<file path="src/cis_defs.svh">
/*
 Constants of the instruction tail decoder: opcodes, flag bit positions,
 reset values and the trap vector.
 Assumes it is included by the core, nowhere else.
*/
// Behaviour
// - Zero test on accumulator, index low or memory sets N, Z and clears V
// - Plain post-increment: address is the index pair, then pair increments
// - Byte-offset post-increment: pair plus unsigned byte, then increment
// - Short to indexed move: read page zero, write at pair, increment
// - Indexed to short move: read pair, increment, write page zero
// - Literal move: literal byte stored at following page-zero address byte
// - Long absolute: high then low address byte form the 16-bit address
// - Word-offset index: 16-bit offset, high byte first, added to pair
// - Stack byte offset: prefixed opcode, unsigned byte added to stack
// - Stack word offset: 16-bit offset, high byte first, added to stack
// - Bit branch: page-zero operand byte, then signed displacement byte
// - Relative branch: signed byte added to address after the instruction
`ifndef CIS_DEFS_SVH
`define CIS_DEFS_SVH
`define CIS_FLG_V 7
`define CIS_FLG_I 3
`define CIS_FLG_N 2
`define CIS_FLG_Z 1
`define CIS_FLG_C 0
`define CIS_FLG_ONES 8'h60
`define CIS_FLG_RST 8'h68
`define CIS_SP_RST 16'h00FF
`define CIS_PC_RST 16'h0000
`define CIS_VEC_TRAP 16'hFFFC
`define CIS_OP_PREFIX 8'h9E
`define CIS_OP_JUMP 8'h20
`define CIS_OP_ZMEM_SH 8'h3D
`define CIS_OP_ZACC 8'h4D
`define CIS_OP_ZIDX 8'h5D
`define CIS_OP_ZMEM_I8 8'h6D
`define CIS_OP_ZMEM_IX 8'h7D
`define CIS_OP_MV_SH2SH 8'h4E
`define CIS_OP_MV_SH2PI 8'h5E
`define CIS_OP_MV_LIT 8'h6E
`define CIS_OP_MV_PI2SH 8'h7E
`define CIS_OP_CB_PI8 8'h61
`define CIS_OP_CB_PI 8'h71
`define CIS_OP_TRAP 8'h83
`define CIS_OP_FLGLD 8'h84
`define CIS_OP_FLGRD 8'h85
`define CIS_OP_HX2S 8'h94
`define CIS_OP_S2HX 8'h95
`define CIS_OP_A2X 8'h97
`define CIS_OP_X2A 8'h9F
`define CIS_OP_LD_LONG 8'hC6
`define CIS_OP_LD_I16 8'hD6
`define CIS_OP_LD_I8 8'hE6
`define CIS_OP_LD_IX 8'hF6
`define CIS_OP_LD_S8 8'hE6
`define CIS_OP_LD_S16 8'hD6
`endif

</file>
<file path="src/cis_pkg.sv">
/*
 Types of the instruction tail decoder: states, kinds, operand modes and
 the structs carried between core, address unit and memory.
 Assumes nothing beyond a SystemVerilog compiler.
*/
package cis_pkg;
    typedef enum {S_FETCH, S_PRE, S_OPND, S_EXEC, S_WRITE, S_PUSH,
                  S_VECH, S_VECL} cis_state_t;
    typedef enum logic [3:0] {K_NOP, K_TRAP, K_FLGLD, K_FLGRD, K_A2X, K_X2A,
                  K_S2HX, K_HX2S, K_ZACC, K_ZIDX, K_ZMEM, K_LOAD, K_MOVE,
                  K_CMPBR, K_BITBR, K_JUMP} cis_kind_t;
    typedef enum logic [3:0] {M_NONE, M_SHORT, M_LONG, M_IDX, M_IDX8,
                  M_IDX16, M_STK8, M_STK16, M_PI, M_PI8, M_SH2SH, M_SH2PI,
                  M_LIT2SH, M_PI2SH} cis_mode_t;
    typedef struct packed {
        cis_kind_t kind;
        cis_mode_t mode;
        logic [1:0] nbytes;
        logic [3:0] sub;
    } cis_dec_t;
    typedef struct packed {
        logic rd;
        logic wr;
        logic [15:0] addr;
        logic [7:0] wdata;
    } cis_mem_req_t;
    typedef struct packed {
        logic [7:0] acc;
        logic [15:0] hx;
        logic [15:0] sp;
        logic [15:0] pc;
        logic [7:0] flg;
    } cis_regs_t;
endpackage

</file>
<file path="src/cis_core.sv">
/*
 Executes the tail group of the instruction set and the operand fetch
 of the listed addressing modes; other opcodes retire as no-ops.
 Assumes memory answers a read combinationally in the same cycle and
 takes a write at the clock edge; one access per cycle.
*/
`include "cis_defs.svh"
module cis_core
    import cis_pkg::*;
(
    input wire logic mclk, // Core clock, 100 MHz
    input wire logic arst_n, // Asynchronous reset, active low
    input wire logic [7:0] mem_rdata, // Read data for this cycle
    output cis_mem_req_t mem_req, // Memory access request
    output cis_regs_t regs, // Programmer-visible registers
    output logic retire // Instruction completed
);
    cis_state_t st_q, st_d;
    cis_dec_t dec_q, dec_d;
    logic [15:0] pc_q, pc_d, hx_q, hx_d, sp_q, sp_d, ea;
    logic [7:0] a_q, a_d, flg_q, flg_d, b1_q, b1_d, b2_q, b2_d;
    logic [7:0] tmp_q, tmp_d, rel;
    logic [2:0] cnt_q, cnt_d;
    logic retire_q, retire_d, bitv;

    function automatic cis_dec_t decode(input logic [7:0] op,
                                        input logic pre);
        cis_dec_t d;
        d = '{kind: K_NOP, mode: M_NONE, nbytes: 2'h0, sub: op[3:0]};
        if (pre) begin
            unique case (op)
                `CIS_OP_ZMEM_I8: d = '{K_ZMEM, M_STK8, 2'h1, op[3:0]};
                `CIS_OP_LD_S8: d = '{K_LOAD, M_STK8, 2'h1, op[3:0]};
                `CIS_OP_LD_S16: d = '{K_LOAD, M_STK16, 2'h2, op[3:0]};
                default: d.kind = K_NOP;
            endcase
        end else if (op[7:4] == 4'h0) begin
            d = '{K_BITBR, M_SHORT, 2'h2, op[3:0]};
        end else begin
            unique case (op)
                `CIS_OP_JUMP: d = '{K_JUMP, M_NONE, 2'h1, op[3:0]};
                `CIS_OP_ZMEM_SH: d = '{K_ZMEM, M_SHORT, 2'h1, op[3:0]};
                `CIS_OP_ZACC: d.kind = K_ZACC;
                `CIS_OP_ZIDX: d.kind = K_ZIDX;
                `CIS_OP_ZMEM_I8: d = '{K_ZMEM, M_IDX8, 2'h1, op[3:0]};
                `CIS_OP_ZMEM_IX: d = '{K_ZMEM, M_IDX, 2'h0, op[3:0]};
                `CIS_OP_MV_SH2SH: d = '{K_MOVE, M_SH2SH, 2'h2, op[3:0]};
                `CIS_OP_MV_SH2PI: d = '{K_MOVE, M_SH2PI, 2'h1, op[3:0]};
                `CIS_OP_MV_LIT: d = '{K_MOVE, M_LIT2SH, 2'h2, op[3:0]};
                `CIS_OP_MV_PI2SH: d = '{K_MOVE, M_PI2SH, 2'h1, op[3:0]};
                `CIS_OP_CB_PI8: d = '{K_CMPBR, M_PI8, 2'h2, op[3:0]};
                `CIS_OP_CB_PI: d = '{K_CMPBR, M_PI, 2'h1, op[3:0]};
                `CIS_OP_TRAP: d.kind = K_TRAP;
                `CIS_OP_FLGLD: d.kind = K_FLGLD;
                `CIS_OP_FLGRD: d.kind = K_FLGRD;
                `CIS_OP_HX2S: d.kind = K_HX2S;
                `CIS_OP_S2HX: d.kind = K_S2HX;
                `CIS_OP_A2X: d.kind = K_A2X;
                `CIS_OP_X2A: d.kind = K_X2A;
                `CIS_OP_LD_LONG: d = '{K_LOAD, M_LONG, 2'h2, op[3:0]};
                `CIS_OP_LD_I16: d = '{K_LOAD, M_IDX16, 2'h2, op[3:0]};
                `CIS_OP_LD_I8: d = '{K_LOAD, M_IDX8, 2'h1, op[3:0]};
                `CIS_OP_LD_IX: d = '{K_LOAD, M_IDX, 2'h0, op[3:0]};
                default: d.kind = K_NOP;
            endcase
        end
        return d;
    endfunction

    // Subtracting zero leaves the value, so N and Z come from it directly
    function automatic logic [7:0] nz(input logic [7:0] f,
                                      input logic [7:0] v);
        logic [7:0] r;
        r = f;
        r[`CIS_FLG_V] = 1'b0;
        r[`CIS_FLG_N] = v[7];
        r[`CIS_FLG_Z] = (v == 8'h00);
        return r;
    endfunction

    cis_ea u_ea (
        .mode(dec_q.mode),
        .b1(b1_q),
        .b2(b2_q),
        .hx(hx_q),
        .sp(sp_q),
        .ea(ea)
    );

    ////////////////////////////////////////////////////////////////////////
    always_comb begin
        st_d = st_q;
        dec_d = dec_q;
        pc_d = pc_q;
        hx_d = hx_q;
        sp_d = sp_q;
        a_d = a_q;
        flg_d = flg_q;
        b1_d = b1_q;
        b2_d = b2_q;
        tmp_d = tmp_q;
        cnt_d = cnt_q;
        mem_req = '0;
        rel = (dec_q.mode == M_PI8 || dec_q.kind == K_BITBR) ? b2_q : b1_q;
        bitv = mem_rdata[dec_q.sub[3:1]];
        unique case (st_q)
            S_FETCH, S_PRE: begin
                mem_req.rd = 1'b1;
                mem_req.addr = pc_q;
                pc_d = pc_q + 16'h0001;
                cnt_d = 3'h0;
                if (st_q == S_FETCH && mem_rdata == `CIS_OP_PREFIX) begin
                    st_d = S_PRE;
                end else begin
                    dec_d = decode(mem_rdata, st_q == S_PRE);
                    st_d = (dec_d.nbytes == 2'h0) ? S_EXEC : S_OPND;
                end
            end
            S_OPND: begin
                // High byte arrives first for long and word offsets
                mem_req.rd = 1'b1;
                mem_req.addr = pc_q;
                pc_d = pc_q + 16'h0001;
                cnt_d = cnt_q + 3'h1;
                if (cnt_q == 3'h0) begin
                    b1_d = mem_rdata;
                end else begin
                    b2_d = mem_rdata;
                end
                if (cnt_q[1:0] + 2'h1 == dec_q.nbytes) begin
                    st_d = S_EXEC;
                end
            end
            S_EXEC: begin
                st_d = S_FETCH;
                mem_req.addr = ea;
                unique case (dec_q.kind)
                    K_FLGLD: flg_d = a_q | `CIS_FLG_ONES;
                    K_FLGRD: a_d = flg_q;
                    K_A2X: hx_d[7:0] = a_q;
                    K_X2A: a_d = hx_q[7:0];
                    K_S2HX: hx_d = sp_q + 16'h0001;
                    K_HX2S: sp_d = hx_q - 16'h0001;
                    K_ZACC: flg_d = nz(flg_q, a_q);
                    K_ZIDX: flg_d = nz(flg_q, hx_q[7:0]);
                    K_ZMEM: begin
                        mem_req.rd = 1'b1;
                        flg_d = nz(flg_q, mem_rdata);
                    end
                    K_LOAD: begin
                        mem_req.rd = 1'b1;
                        a_d = mem_rdata;
                        flg_d = nz(flg_q, mem_rdata);
                    end
                    K_JUMP: pc_d = pc_q + {{8{rel[7]}}, rel};
                    K_CMPBR: begin
                        mem_req.rd = 1'b1;
                        hx_d = hx_q + 16'h0001;
                        if (a_q == mem_rdata) begin
                            pc_d = pc_q + {{8{rel[7]}}, rel};
                        end
                    end
                    K_BITBR: begin
                        mem_req.rd = 1'b1;
                        flg_d[`CIS_FLG_C] = bitv;
                        if (bitv ^ dec_q.sub[0]) begin
                            pc_d = pc_q + {{8{rel[7]}}, rel};
                        end
                    end
                    K_MOVE: begin
                        st_d = S_WRITE;
                        if (dec_q.mode == M_LIT2SH) begin
                            tmp_d = b1_q;
                        end else begin
                            mem_req.rd = 1'b1;
                            tmp_d = mem_rdata;
                            if (dec_q.mode == M_PI2SH) begin
                                hx_d = hx_q + 16'h0001;
                            end
                        end
                    end
                    K_TRAP: begin
                        st_d = S_PUSH;
                        cnt_d = 3'h0;
                    end
                    K_NOP: st_d = S_FETCH;
                endcase
            end
            S_WRITE: begin
                st_d = S_FETCH;
                mem_req.wr = 1'b1;
                mem_req.wdata = tmp_q;
                flg_d = nz(flg_q, tmp_q);
                if (dec_q.mode == M_SH2PI) begin
                    mem_req.addr = hx_q;
                    hx_d = hx_q + 16'h0001;
                end else if (dec_q.mode == M_PI2SH) begin
                    mem_req.addr = {8'h00, b1_q};
                end else begin
                    mem_req.addr = {8'h00, b2_q};
                end
            end
            S_PUSH: begin
                mem_req.wr = 1'b1;
                mem_req.addr = sp_q;
                sp_d = sp_q - 16'h0001;
                cnt_d = cnt_q + 3'h1;
                unique case (cnt_q)
                    3'h0: mem_req.wdata = pc_q[7:0];
                    3'h1: mem_req.wdata = pc_q[15:8];
                    3'h2: mem_req.wdata = hx_q[7:0];
                    3'h3: mem_req.wdata = a_q;
                    default: mem_req.wdata = flg_q;
                endcase
                if (cnt_q == 3'h4) begin
                    flg_d[`CIS_FLG_I] = 1'b1;
                    st_d = S_VECH;
                end
            end
            S_VECH: begin
                mem_req.rd = 1'b1;
                mem_req.addr = `CIS_VEC_TRAP;
                tmp_d = mem_rdata;
                st_d = S_VECL;
            end
            S_VECL: begin
                mem_req.rd = 1'b1;
                mem_req.addr = `CIS_VEC_TRAP + 16'h0001;
                pc_d = {tmp_q, mem_rdata};
                st_d = S_FETCH;
            end
        endcase
        retire_d = (st_d == S_FETCH) && (st_q != S_FETCH);
    end

    always_ff @(posedge mclk or negedge arst_n) begin
        if (!arst_n) begin
            st_q <= S_FETCH;
            dec_q <= '{K_NOP, M_NONE, 2'h0, 4'h0};
            pc_q <= `CIS_PC_RST;
            hx_q <= 16'h0000;
            sp_q <= `CIS_SP_RST;
            a_q <= 8'h00;
            flg_q <= `CIS_FLG_RST;
            b1_q <= 8'h00;
            b2_q <= 8'h00;
            tmp_q <= 8'h00;
            cnt_q <= 3'h0;
            retire_q <= 1'b0;
        end else begin
            st_q <= st_d;
            dec_q <= dec_d;
            pc_q <= pc_d;
            hx_q <= hx_d;
            sp_q <= sp_d;
            a_q <= a_d;
            flg_q <= flg_d;
            b1_q <= b1_d;
            b2_q <= b2_d;
            tmp_q <= tmp_d;
            cnt_q <= cnt_d;
            retire_q <= retire_d;
        end
    end

    assign regs = '{acc: a_q, hx: hx_q, sp: sp_q, pc: pc_q, flg: flg_q};
    assign retire = retire_q;
endmodule

</file>
<file path="src/cis_ea.sv">
/*
 Operand address unit: forms the effective address from the operand
 bytes, the index pair and the stack pointer.
 Assumes the operand bytes were fetched in instruction order.
*/
module cis_ea
    import cis_pkg::*;
(
    input wire cis_mode_t mode, // Operand mode
    input wire logic [7:0] b1, // First operand byte
    input wire logic [7:0] b2, // Second operand byte
    input wire logic [15:0] hx, // Index pair
    input wire logic [15:0] sp, // Stack pointer
    output logic [15:0] ea // Effective address
);
    always_comb begin
        unique case (mode)
            M_SHORT, M_SH2SH, M_SH2PI: ea = {8'h00, b1};
            M_LONG: ea = {b1, b2};
            M_IDX16: ea = hx + {b1, b2};
            M_IDX8, M_PI8: ea = hx + {8'h00, b1};
            M_STK8: ea = sp + {8'h00, b1};
            M_STK16: ea = sp + {b1, b2};
            M_IDX, M_PI, M_PI2SH: ea = hx;
            default: ea = {8'h00, b2};
        endcase
    end
endmodule

</file>
<file path="config.mk">
export PLATFORM = sky130hd
export DESIGN_NAME = cis_core
export DESIGN_NICKNAME = d
export VERILOG_FILES = /design/src/cis_pkg.sv /design/src/cis_core.sv /design/src/cis_ea.sv
export VERILOG_INCLUDE_DIRS = /design/src /design/src/src
export SDC_FILE = /design/constraint.sdc
export NUM_CORES = 1
export LEC_CHECK = 0
export BUFFER_PORTS_ARGS = -buffer_cell sky130_fd_sc_hd__buf_2
export CAP_MARGIN = 30
export CORE_MARGIN = 4
export CORE_UTILIZATION = 35
export CTS_CLUSTER_DIAMETER = 30
export CTS_CLUSTER_SIZE = 25
export DETAILED_ROUTE_END_ITERATION = 10
export GPL_TIMING_DRIVEN = 0
export PLACE_DENSITY = 0.6
export SLEW_MARGIN = 30
export SYNTH_ARGS = -nofsm -noshare
export SYNTH_HDL_FRONTEND = slang
export SYNTH_SLANG_ARGS = --single-unit
</file>
<file path="constraint.sdc">
create_clock -name mclk -period 5.5 [get_ports mclk]
set_input_delay 0.825 -clock mclk [delete_from_list [all_inputs] [get_ports mclk]]
set_output_delay 0.825 -clock mclk [all_outputs]
set_load 0.02 [all_outputs]
</file>
# After elaboration in Yosys (flattened, before gate mapping)
# Index checks and enable logic that the tools add are counted.
[op_classes] addsub=12 order_cmp=1 eq_ne=83 mux=51 bitwise=7 n_reduce_logical=53
[ops] cell="$pmux 32 s6" n=1
[ops] cell="$eq 32x3->1 const B" n=4
[ops] cell="$pmux 10 s12" n=1
[ops] cell="$mux 16" n=7
[ops] cell="$pmux 16 s7" n=1
[ops] cell="$eq 32x2->1 const B" n=3
[ops] cell="$eq 8x8->1 const B" n=12
[ops] cell="$logic_not 32->1" n=3
[ops] cell="$pmux 16 s3" n=2
[ops] cell="$pmux 16 s6" n=1
[ops] cell="$eq 8x7->1 const B" n=10
[ops] cell="$mux 32" n=2
[ops] cell="$pmux 16 s2" n=2
[ops] cell="$pmux 8 s4" n=2
[ops] cell="$eq 4x4->1 const B" n=14
[ops] cell="$mux 14" n=4
[ops] cell="$pmux 4 s14" n=1
[ops] cell="$add 16x1->16 const B" n=3
[ops] cell="$add 16x16->16" n=3
[ops] cell="$pmux 8 s3" n=2
[ops] cell="$add 16x8->16" n=2
[ops] cell="$eq 32x1->1 const B" n=1
[ops] cell="$eq 4x3->1 const B" n=8
[ops] cell="$logic_not 8->1" n=4
[ops] cell="50 further kinds" n=114
[word_totals] reg_bits=138 input_bits=10 output_inout_bits=91 elab_cells=226

# Longest topological paths before layout
# Gate-level depths: netlist (run 1).
[depth] depth_word=13 ltp_mapped=17 depth_no_buf=16

# Modules after synthesis
# A second synthesis (run 1) with hierarchy kept.
[unflattened] hier_cells=1489 area_unflattened_um2=11942.7
[by_module_without_submodules] module="cis_core" instances=1 cells_each=1209 area_each_um2=9764.4 seq_area_each_um2=3440.8
[by_module_without_submodules] module="cis_ea" instances=1 cells_each=280 area_each_um2=2178.3 seq_area_each_um2=0.0

# Worst setup path after synthesis (run 1)
# Ideal clock, no wire load.
[synth_timing] kind="flip-flop to output port" startpoint="register dec_q[7] (netlist name)" endpoint="output port mem_req[22] (netlist name)" arrival_ps=4035 t_required_ps=4675 slack_ps=640 stages_incl_launch_ff=18 n_path_buf=3 cell_sequence="dfrtp_1 > clkbuf_1 > and2_1 > clkbuf_1 > clkbuf_1 > nand2_1 > mux2_2 > ha_1 > inv_1 > fa_1 > nor2b_1 > o31a_1 > o221a_2 > o41ai_1 > o2111ai_1 > mux2i_1 > o41ai_1 > a21oi_1"
[synth_lines] item="from (decl)" line="cis_core.sv:19" text="cis_dec_t dec_q, dec_d;"
[synth_lines] item="from (signal assigned)" line="cis_core.sv:239" text="dec_q <= '{K_NOP, M_NONE, 2'h0, 4'h0};"
[synth_lines] item="to (decl)" line="cis_core.sv:14" text="output cis_mem_req_t mem_req,"

==> flow_summary.toml, run 1 <==
[status]
status = "completed"

[final_layout]
n_antenna_cell = 0
num-nets-final = 1683
drive_gt1_share_pct = 15.93
areaGrowthSynthToFinish_pct = 16.95

[clock_network]
insertion_delay_ns = 0.45
numCtsBuffers = 17
clk_pin_slew_worst_paths_ns = 0.07
cts_tree = "yes"
cts-root-buf = "clkbuf_16"
clock_sinks = 137
clk_path_buf_depth = 2
htree_levels = 4

[drt]
drc = 0
routed_via_density = 6.103
drt-initial-drc-count = 1440
wirelength_mm = 49.39
vias = 12660
first_pass_iters = 6
ant_nets = 0
wl_per_cell_um = 23.81

[critical_path]
cp_common_cell = "nand3b_1"
path_max_fanout = 10
cp-start-kind = "register"
cpMaxStageDelayCell = "fa_1"
worstPathArrival_ns = 4.58
crit_path_end_kind = "primary output"
worst_path_largest_cell_delay_ns = 0.43
path_cells = "clkbuf_1 -> nand3b_1 -> o21a_1 -> nor2_4 -> clkbuf_8 -> mux2_2 -> ha_1 -> inv_1 -> fa_1 -> nand3b_1 -> a21oi_1 -> o31ai_2 -> xnor2_1 -> a222oi_1 -> o21ai_1 -> a221o_1 -> buf_2"
crit_required_ns = 4.68
crit_type = "reg2out"

[floorplanning]
die_area_mm2 = 0.03716
core_area_mm2 = 0.03362
io_pins = 101
start_util_pct = 35.55
die_x_um = 192.8
dieHeight_um = 192.8
placementRows = 67

[synth]
synth_top_cell_by_area = "dfrtp_1"
synth.distinct_cells = 86
ys_warn_count = 0
ys_top_cells_by_area = "dfrtp_1 27%, ha_1 6.0%, a21oi_1 4.8%"
syn-cell-area_mm2 = 0.01195
async_reset_ff_share_pct = 100.0
yosys_register_bits = 137
yosysTopAreaCellShare_pct = 26.59
seq_area_frac_synth_pct = 28.79
ys.flop_type = "dfrtp_1"
synth-edff-count = 0
synthCells = 1463
syn_avg_cell_area_um2 = 8.168

[global_route]
antenna_found_initial = 0
grt_usage_pct = 26.41
grt_max_degree = 74
grt_pass1_wl_mm = 74.42
grt_remaining_overflow = 0
grt_pass1_vias = 12020

[placed_design]
hpwl_mm = 37.33
routabilityCongestion = 1.002
io_buffer_count = 98

[power]
power_mw = 2.473
leakage_nw = 5.912
ir_drop_uv = 251.1
p_per_area_mw_per_mm2 = 176.9

[sta]
finalSetupViolCount = 0
whs_ns = 0.3071
max_freq_mhz = 185.2
min_period_ns = 5.400
tightest_slew_ns = 1.094
drv_slew = 0
hold_violations = 0
relSlewSlack_pct = 26.57
fin_crit_sh_pct = 98.19
rsz0062_at_grt = "true"
skew_ns = 0.01243

[worst_hold_path]
hp-class = "in2async"

[run]
cap_violations = 0
cell type report:
type,count,area (µm²)
tap,448,560.5
fill,3416,19640
buffer,113,471.7
clock inverter,14,209.0
sequential,137,3441
inverter,33,123.9
multi-input combinational,1205,8153
timing repair buffer,106,578.1
clock buffer,18,439.2
cell families (layout without fill, tap and decap cells):
group / count (synthesis) / after routing / share of synthesized area (%)
xor+xnor: 59 / 59 / 4.324
mux: 93 / 93 / 8.428
compound gates: 474 / 474 / 26.44
other cells: 1 / 29 / 0.03138
fa+ha+maj: 60 / 60 / 6.471
buf+inv: 149 / 284 / 4.973
flops: 137 / 137 / 28.79
simple gates: 490 / 490 / 20.54
Yosys cell counts, types with 18 or more instances:
cell,instances
a211oi_1,18
a21oi_1,115
a22oi_1,25
a31oi_1,19
and3_1,18
clkbuf_1,83
dfrtp_1,127
ha_1,57
inv_1,33
mux2_2,41
mux2i_1,50
nand2_1,151
nand2b_1,20
nand3_1,36
nor2_1,104
nor2b_1,25
nor3_1,39
nor4_1,21
o21ai_0,109
xnor2_1,31
xor2_1,28
placed cells by master (no fill, tap or decap), drive strengths merged, types with 19 or more instances in the layout:
cell	Yosys	routed
o21ai	117	117
mux2i	50	50
dfrtp	127	127
a21oi	118	118
ha	57	57
nor4	24	24
nand2	153	153
xnor2	31	31
nand3	36	36
buf	33	140
nand2b	20	20
a22oi	25	25
clkbuf	83	97
nor2b	25	25
nor2	105	105
inv	33	40
a31oi	19	19
xor2	28	28
nor3	40	40
conb	1	29
mux2	41	41
critical path: cells and delay by family, from the launching register on:
family / cells / cell delay (ns)
AO/OA/AOI/OAI: 6 / 1.47
buffers and inverters: 4 / 0.82
adder cells (fa/ha/maj): 2 / 0.64
AND/OR/NAND/NOR: 3 / 0.47
flip-flops: 1 / 0.37
multiplexers: 1 / 0.23
XOR/XNOR: 1 / 0.14
power by group:
| group | internal [mW] | switching [mW] |
|---|---|---|
| logic | 0.0451 | 0.0961 |
| clock network | 0.784 | 0.507 |
| registers | 1.02 | 0.0160 |
final timing paths:
check,endpoint,slack (ns),start,depth (start not counted)
max in group asynchronous,flg_q[3],4.43,arst_n,2
min in group mclk,dec_q[0],0.52,dec_q[0],1
min reg2reg,dec_q[0],0.52,dec_q[0],1
max reg2reg,sp_q[12],0.46,st_q[17],15
max,mem_req[18],0.1,dec_q[8],17
min,sp_q[12],0.31,arst_n,1
state kept, by name (all words and copies together) (netlist names):
signal	flops
hx_q	16
b2_q	8
a_q	8
dec_q	14
b1_q	8
pc_q	16
sp_q	16
st_q	32
flg_q	7
tmp_q	8
cnt_q	3
retire	1
stage by stage:
stage | worst slack [ns] | std cells | TNS [ns] | cell area (µm²) | util (%)
2_1_floorplan | 0.6395 | 1491 | 0 | 12060 | -
5_1_grt | -0.01542 | 2074 | -0.01542 | 13980 | 41.58
3_5_place_dp | -0.5201 | 2039 | -1.814 | 13170 | 39.17
4_1_cts | 0.02085 | 2070 | 0 | 13890 | 41.31
3_3_place_gp | -0.5305 | 2037 | -1.903 | 13110 | 38.99
6_report | 0.09981 | 2074 | 0 | 13980 | 41.58
routing by layer:
layer / global-route usage (%) / routed length [µm] / vias to the layer above
met5: 0 / 0 / -
met2: 40.94 / 21970 / 670
met4: 10.72 / 2051 / 0
li1: - / - / 5746
met3: 5.029 / 4695 / 114
met1: 36.20 / 20680 / 6128
timing repair:
action                     CTS  global route
pin swaps                    0             3
setup endpoints to repair   12             8
resized for setup           20            11
buffers inserted             1             5
hold buffers                 0             0
Note: power is estimated with default switching activity, not from simulation.
==> run 2: changes to the inputs <==
--- a/config.mk
+++ b/config.mk
@@ -15,6 +15,7 @@
 export DETAILED_ROUTE_END_ITERATION = 10
 export GPL_TIMING_DRIVEN = 0
 export PLACE_DENSITY = 0.6
+export RECOVER_POWER = 50
 export SLEW_MARGIN = 30
 export SYNTH_ARGS = -nofsm -noshare
 export SYNTH_HDL_FRONTEND = slang
==> run 2 against run 1 <==
Net effect:
- the run now ends with capacitance limit, slew limit left
- highest routed layer unchanged
- clock-buffer cell count did not move
- critical path depth rose by 1
- non-clock buffer count unchanged
- critical endpoint is now mem_req[22]
- via count rose by 0.28%
- cell area down 0.34%
==> flow_summary.toml, run 2 (synthesized netlist as in run 1, its figures left out) <==
[drt]
first_pass_iters = 8
wirelength_mm = 49.34
drt-initial-drc-count = 1393
drc = 0
met2_length_mm = 22.03
dr.max_layer_used = "met4"
met1_length_mm = 20.56
ant_nets = 0
routed_via_density = 6.120
wl_per_cell_um = 23.79
wl_met3_mm = 4.684
vias = 12690

[floorplanning]
die_area_mm2 = 0.03716
dieHeight_um = 192.8
io_pins = 101
placementRows = 67
start_util_pct = 35.55
core_area_mm2 = 0.03362
die_x_um = 192.8

[clock_network]
cts-root-buf = "clkbuf_16"
cts_tree = "yes"
htree_levels = 4
clock_sinks = 137
clk_path_buf_depth = 2
insertion_delay_ns = 0.45
numCtsBuffers = 17
clk_pin_slew_worst_paths_ns = 0.07

[critical_path]
path_cells = "clkbuf_1 -> nand3b_1 -> o21a_1 -> nor2_4 -> clkbuf_8 -> mux2_2 -> ha_1 -> inv_1 -> fa_1 -> nand3b_1 -> a21oi_1 -> o31ai_2 -> o21ai_2 -> nand2_1 -> nor4b_1 -> o41ai_2 -> a21oi_1 -> buf_2"
worst_path_largest_cell_delay_ns = 0.43
timing.rr.end = "sp_q[12]"
cp-start-kind = "register"
worstPathArrival_ns = 4.54
crit_required_ns = 4.68
critPathLaunch = "dec_q[8]"
crit_family = "compound AO/OA/AOI/OAI gates"
crit_type = "reg2out"
cp.depth = 18
cp-endpoint = "mem_req[22]"
crit_path_end_kind = "primary output"
worst-r2r-setup-slack_ns = 0.42
timing.rr.start = "st_q[17]"
cpMaxStageDelayCell = "fa_1"
worst-path-buf-inv = 4
ff2ff_path_depth = 15
path_max_fanout = 10

[sta]
relSlewSlack_pct = -142.6
finalSetupViolCount = 0
min_period_ns = 5.367
skew_ns = 0.01218
rsz0062_at_grt = "true"
fin_ws_ns = 0.1331
fin_crit_sh_pct = 97.58
drv_slew = 65
setup_tns_ns = 0
max_freq_mhz = 186.3
hold_violations = 0
tightest_slew_ns = 3.640

[power]
p_per_area_mw_per_mm2 = 177.6
leakage_nw = 5.799
ir_drop_uv = 249.8

[final_layout]
largest_reg_flops = 32
mostFrequentLayoutCells = "150 x nand2_1, 127 x dfrtp_1, 115 x a21oi_1, 107 x clkbuf_1, 106 x o21ai_0"
drive_gt1_share_pct = 14.08
num-nets-final = 1683
areaGrowthSynthToFinish_pct = 16.55
n_antenna_cell = 0
regMostFlops = "st_q"
instances_no_fill = 2074
post-route-util_pct = 41.43
final_common_cell = "nand2_1"

[run]
cap_violations = 1

[global_route]
grt_remaining_overflow = 0
grt_pass1_vias = 12020
grt_pass1_wl_mm = 74.42
antenna_found_initial = 0
grt_usage_pct = 26.41
grt_max_degree = 74

[placed_design]
io_buffer_count = 98
place_ws_ns = -0.5201
routabilityCongestion = 1.002
dp.cells = 2039
hpwl_mm = 37.33

[worst_hold_path]
hp-class = "reg2reg"

[status]
violations = "capacitance limit, slew limit"
status = "complete, but fails checks"
-- run 2: worst register-to-register path: cells and delay by family (launching register included) --
kind,cells,cell delay (ns)
flip-flops,1,0.39
AND/OR/NAND/NOR,6,2.23
AO/OA/AOI/OAI,5,1.03
buffers and inverters,3,0.99
adder cells (fa/ha/maj),1,0.29
-- run 2: worst min path at each step --
stage                     startpoint       end  cells past startpoint
after CTS                     arst_n  sp_q[12]                      1
after global routing        dec_q[0]  dec_q[0]                      1
after detailed placement    dec_q[0]  dec_q[0]                      1
after global placement      dec_q[0]  dec_q[0]                      1
after floorplan             tmp_q[1]   pc_q[9]                      2
final                       dec_q[0]  dec_q[0]                      1
-- run 2: through the flow --
step           total power [mW]  hold WS (ns)  area (µm²)
2_1_floorplan             1.129        0.4932       12060
6_report                  2.473        0.5247       13930
3_3_place_gp              1.192        0.5049       13110
5_1_grt                   2.538        0.5412       13930
4_1_cts                   2.490        0.3363       13890
3_5_place_dp              1.196        0.5092       13170
-- run 2: routing by layer --
layer / up-vias / track usage, %
met5: - / 0
met4: 0 / 10.72
met3: 109 / 5.029
met2: 663 / 40.94
met1: 6188 / 36.20
li1: 5733 / -
-- run 2: timing repair --
item / in CTS / in global routing
buffers inserted: 1 / 5
hold buffers: 0 / 0
setup endpoints to repair: 12 / 8
hold endpoints to repair: 0 / 0
pin swaps: 0 / 3
gates resized for setup: 20 / 11
-- run 2: layout make-up --
class,instances,area (µm²)
multi-input combinational,1205,8153
fill,3426,19690
clock buffer,18,439.2
inverter,33,123.9
clock inverter,14,209.0
timing repair buffer,106,530.5
buffer,113,471.7
sequential,137,3441
tap,448,560.5
-- run 2: report_power, final --
group / internal [mW] / switching (mW)
sequential: 1.02 / 0.0160
clock: 0.784 / 0.508
combinational: 0.0444 / 0.0958
total: 1.85 / 0.620
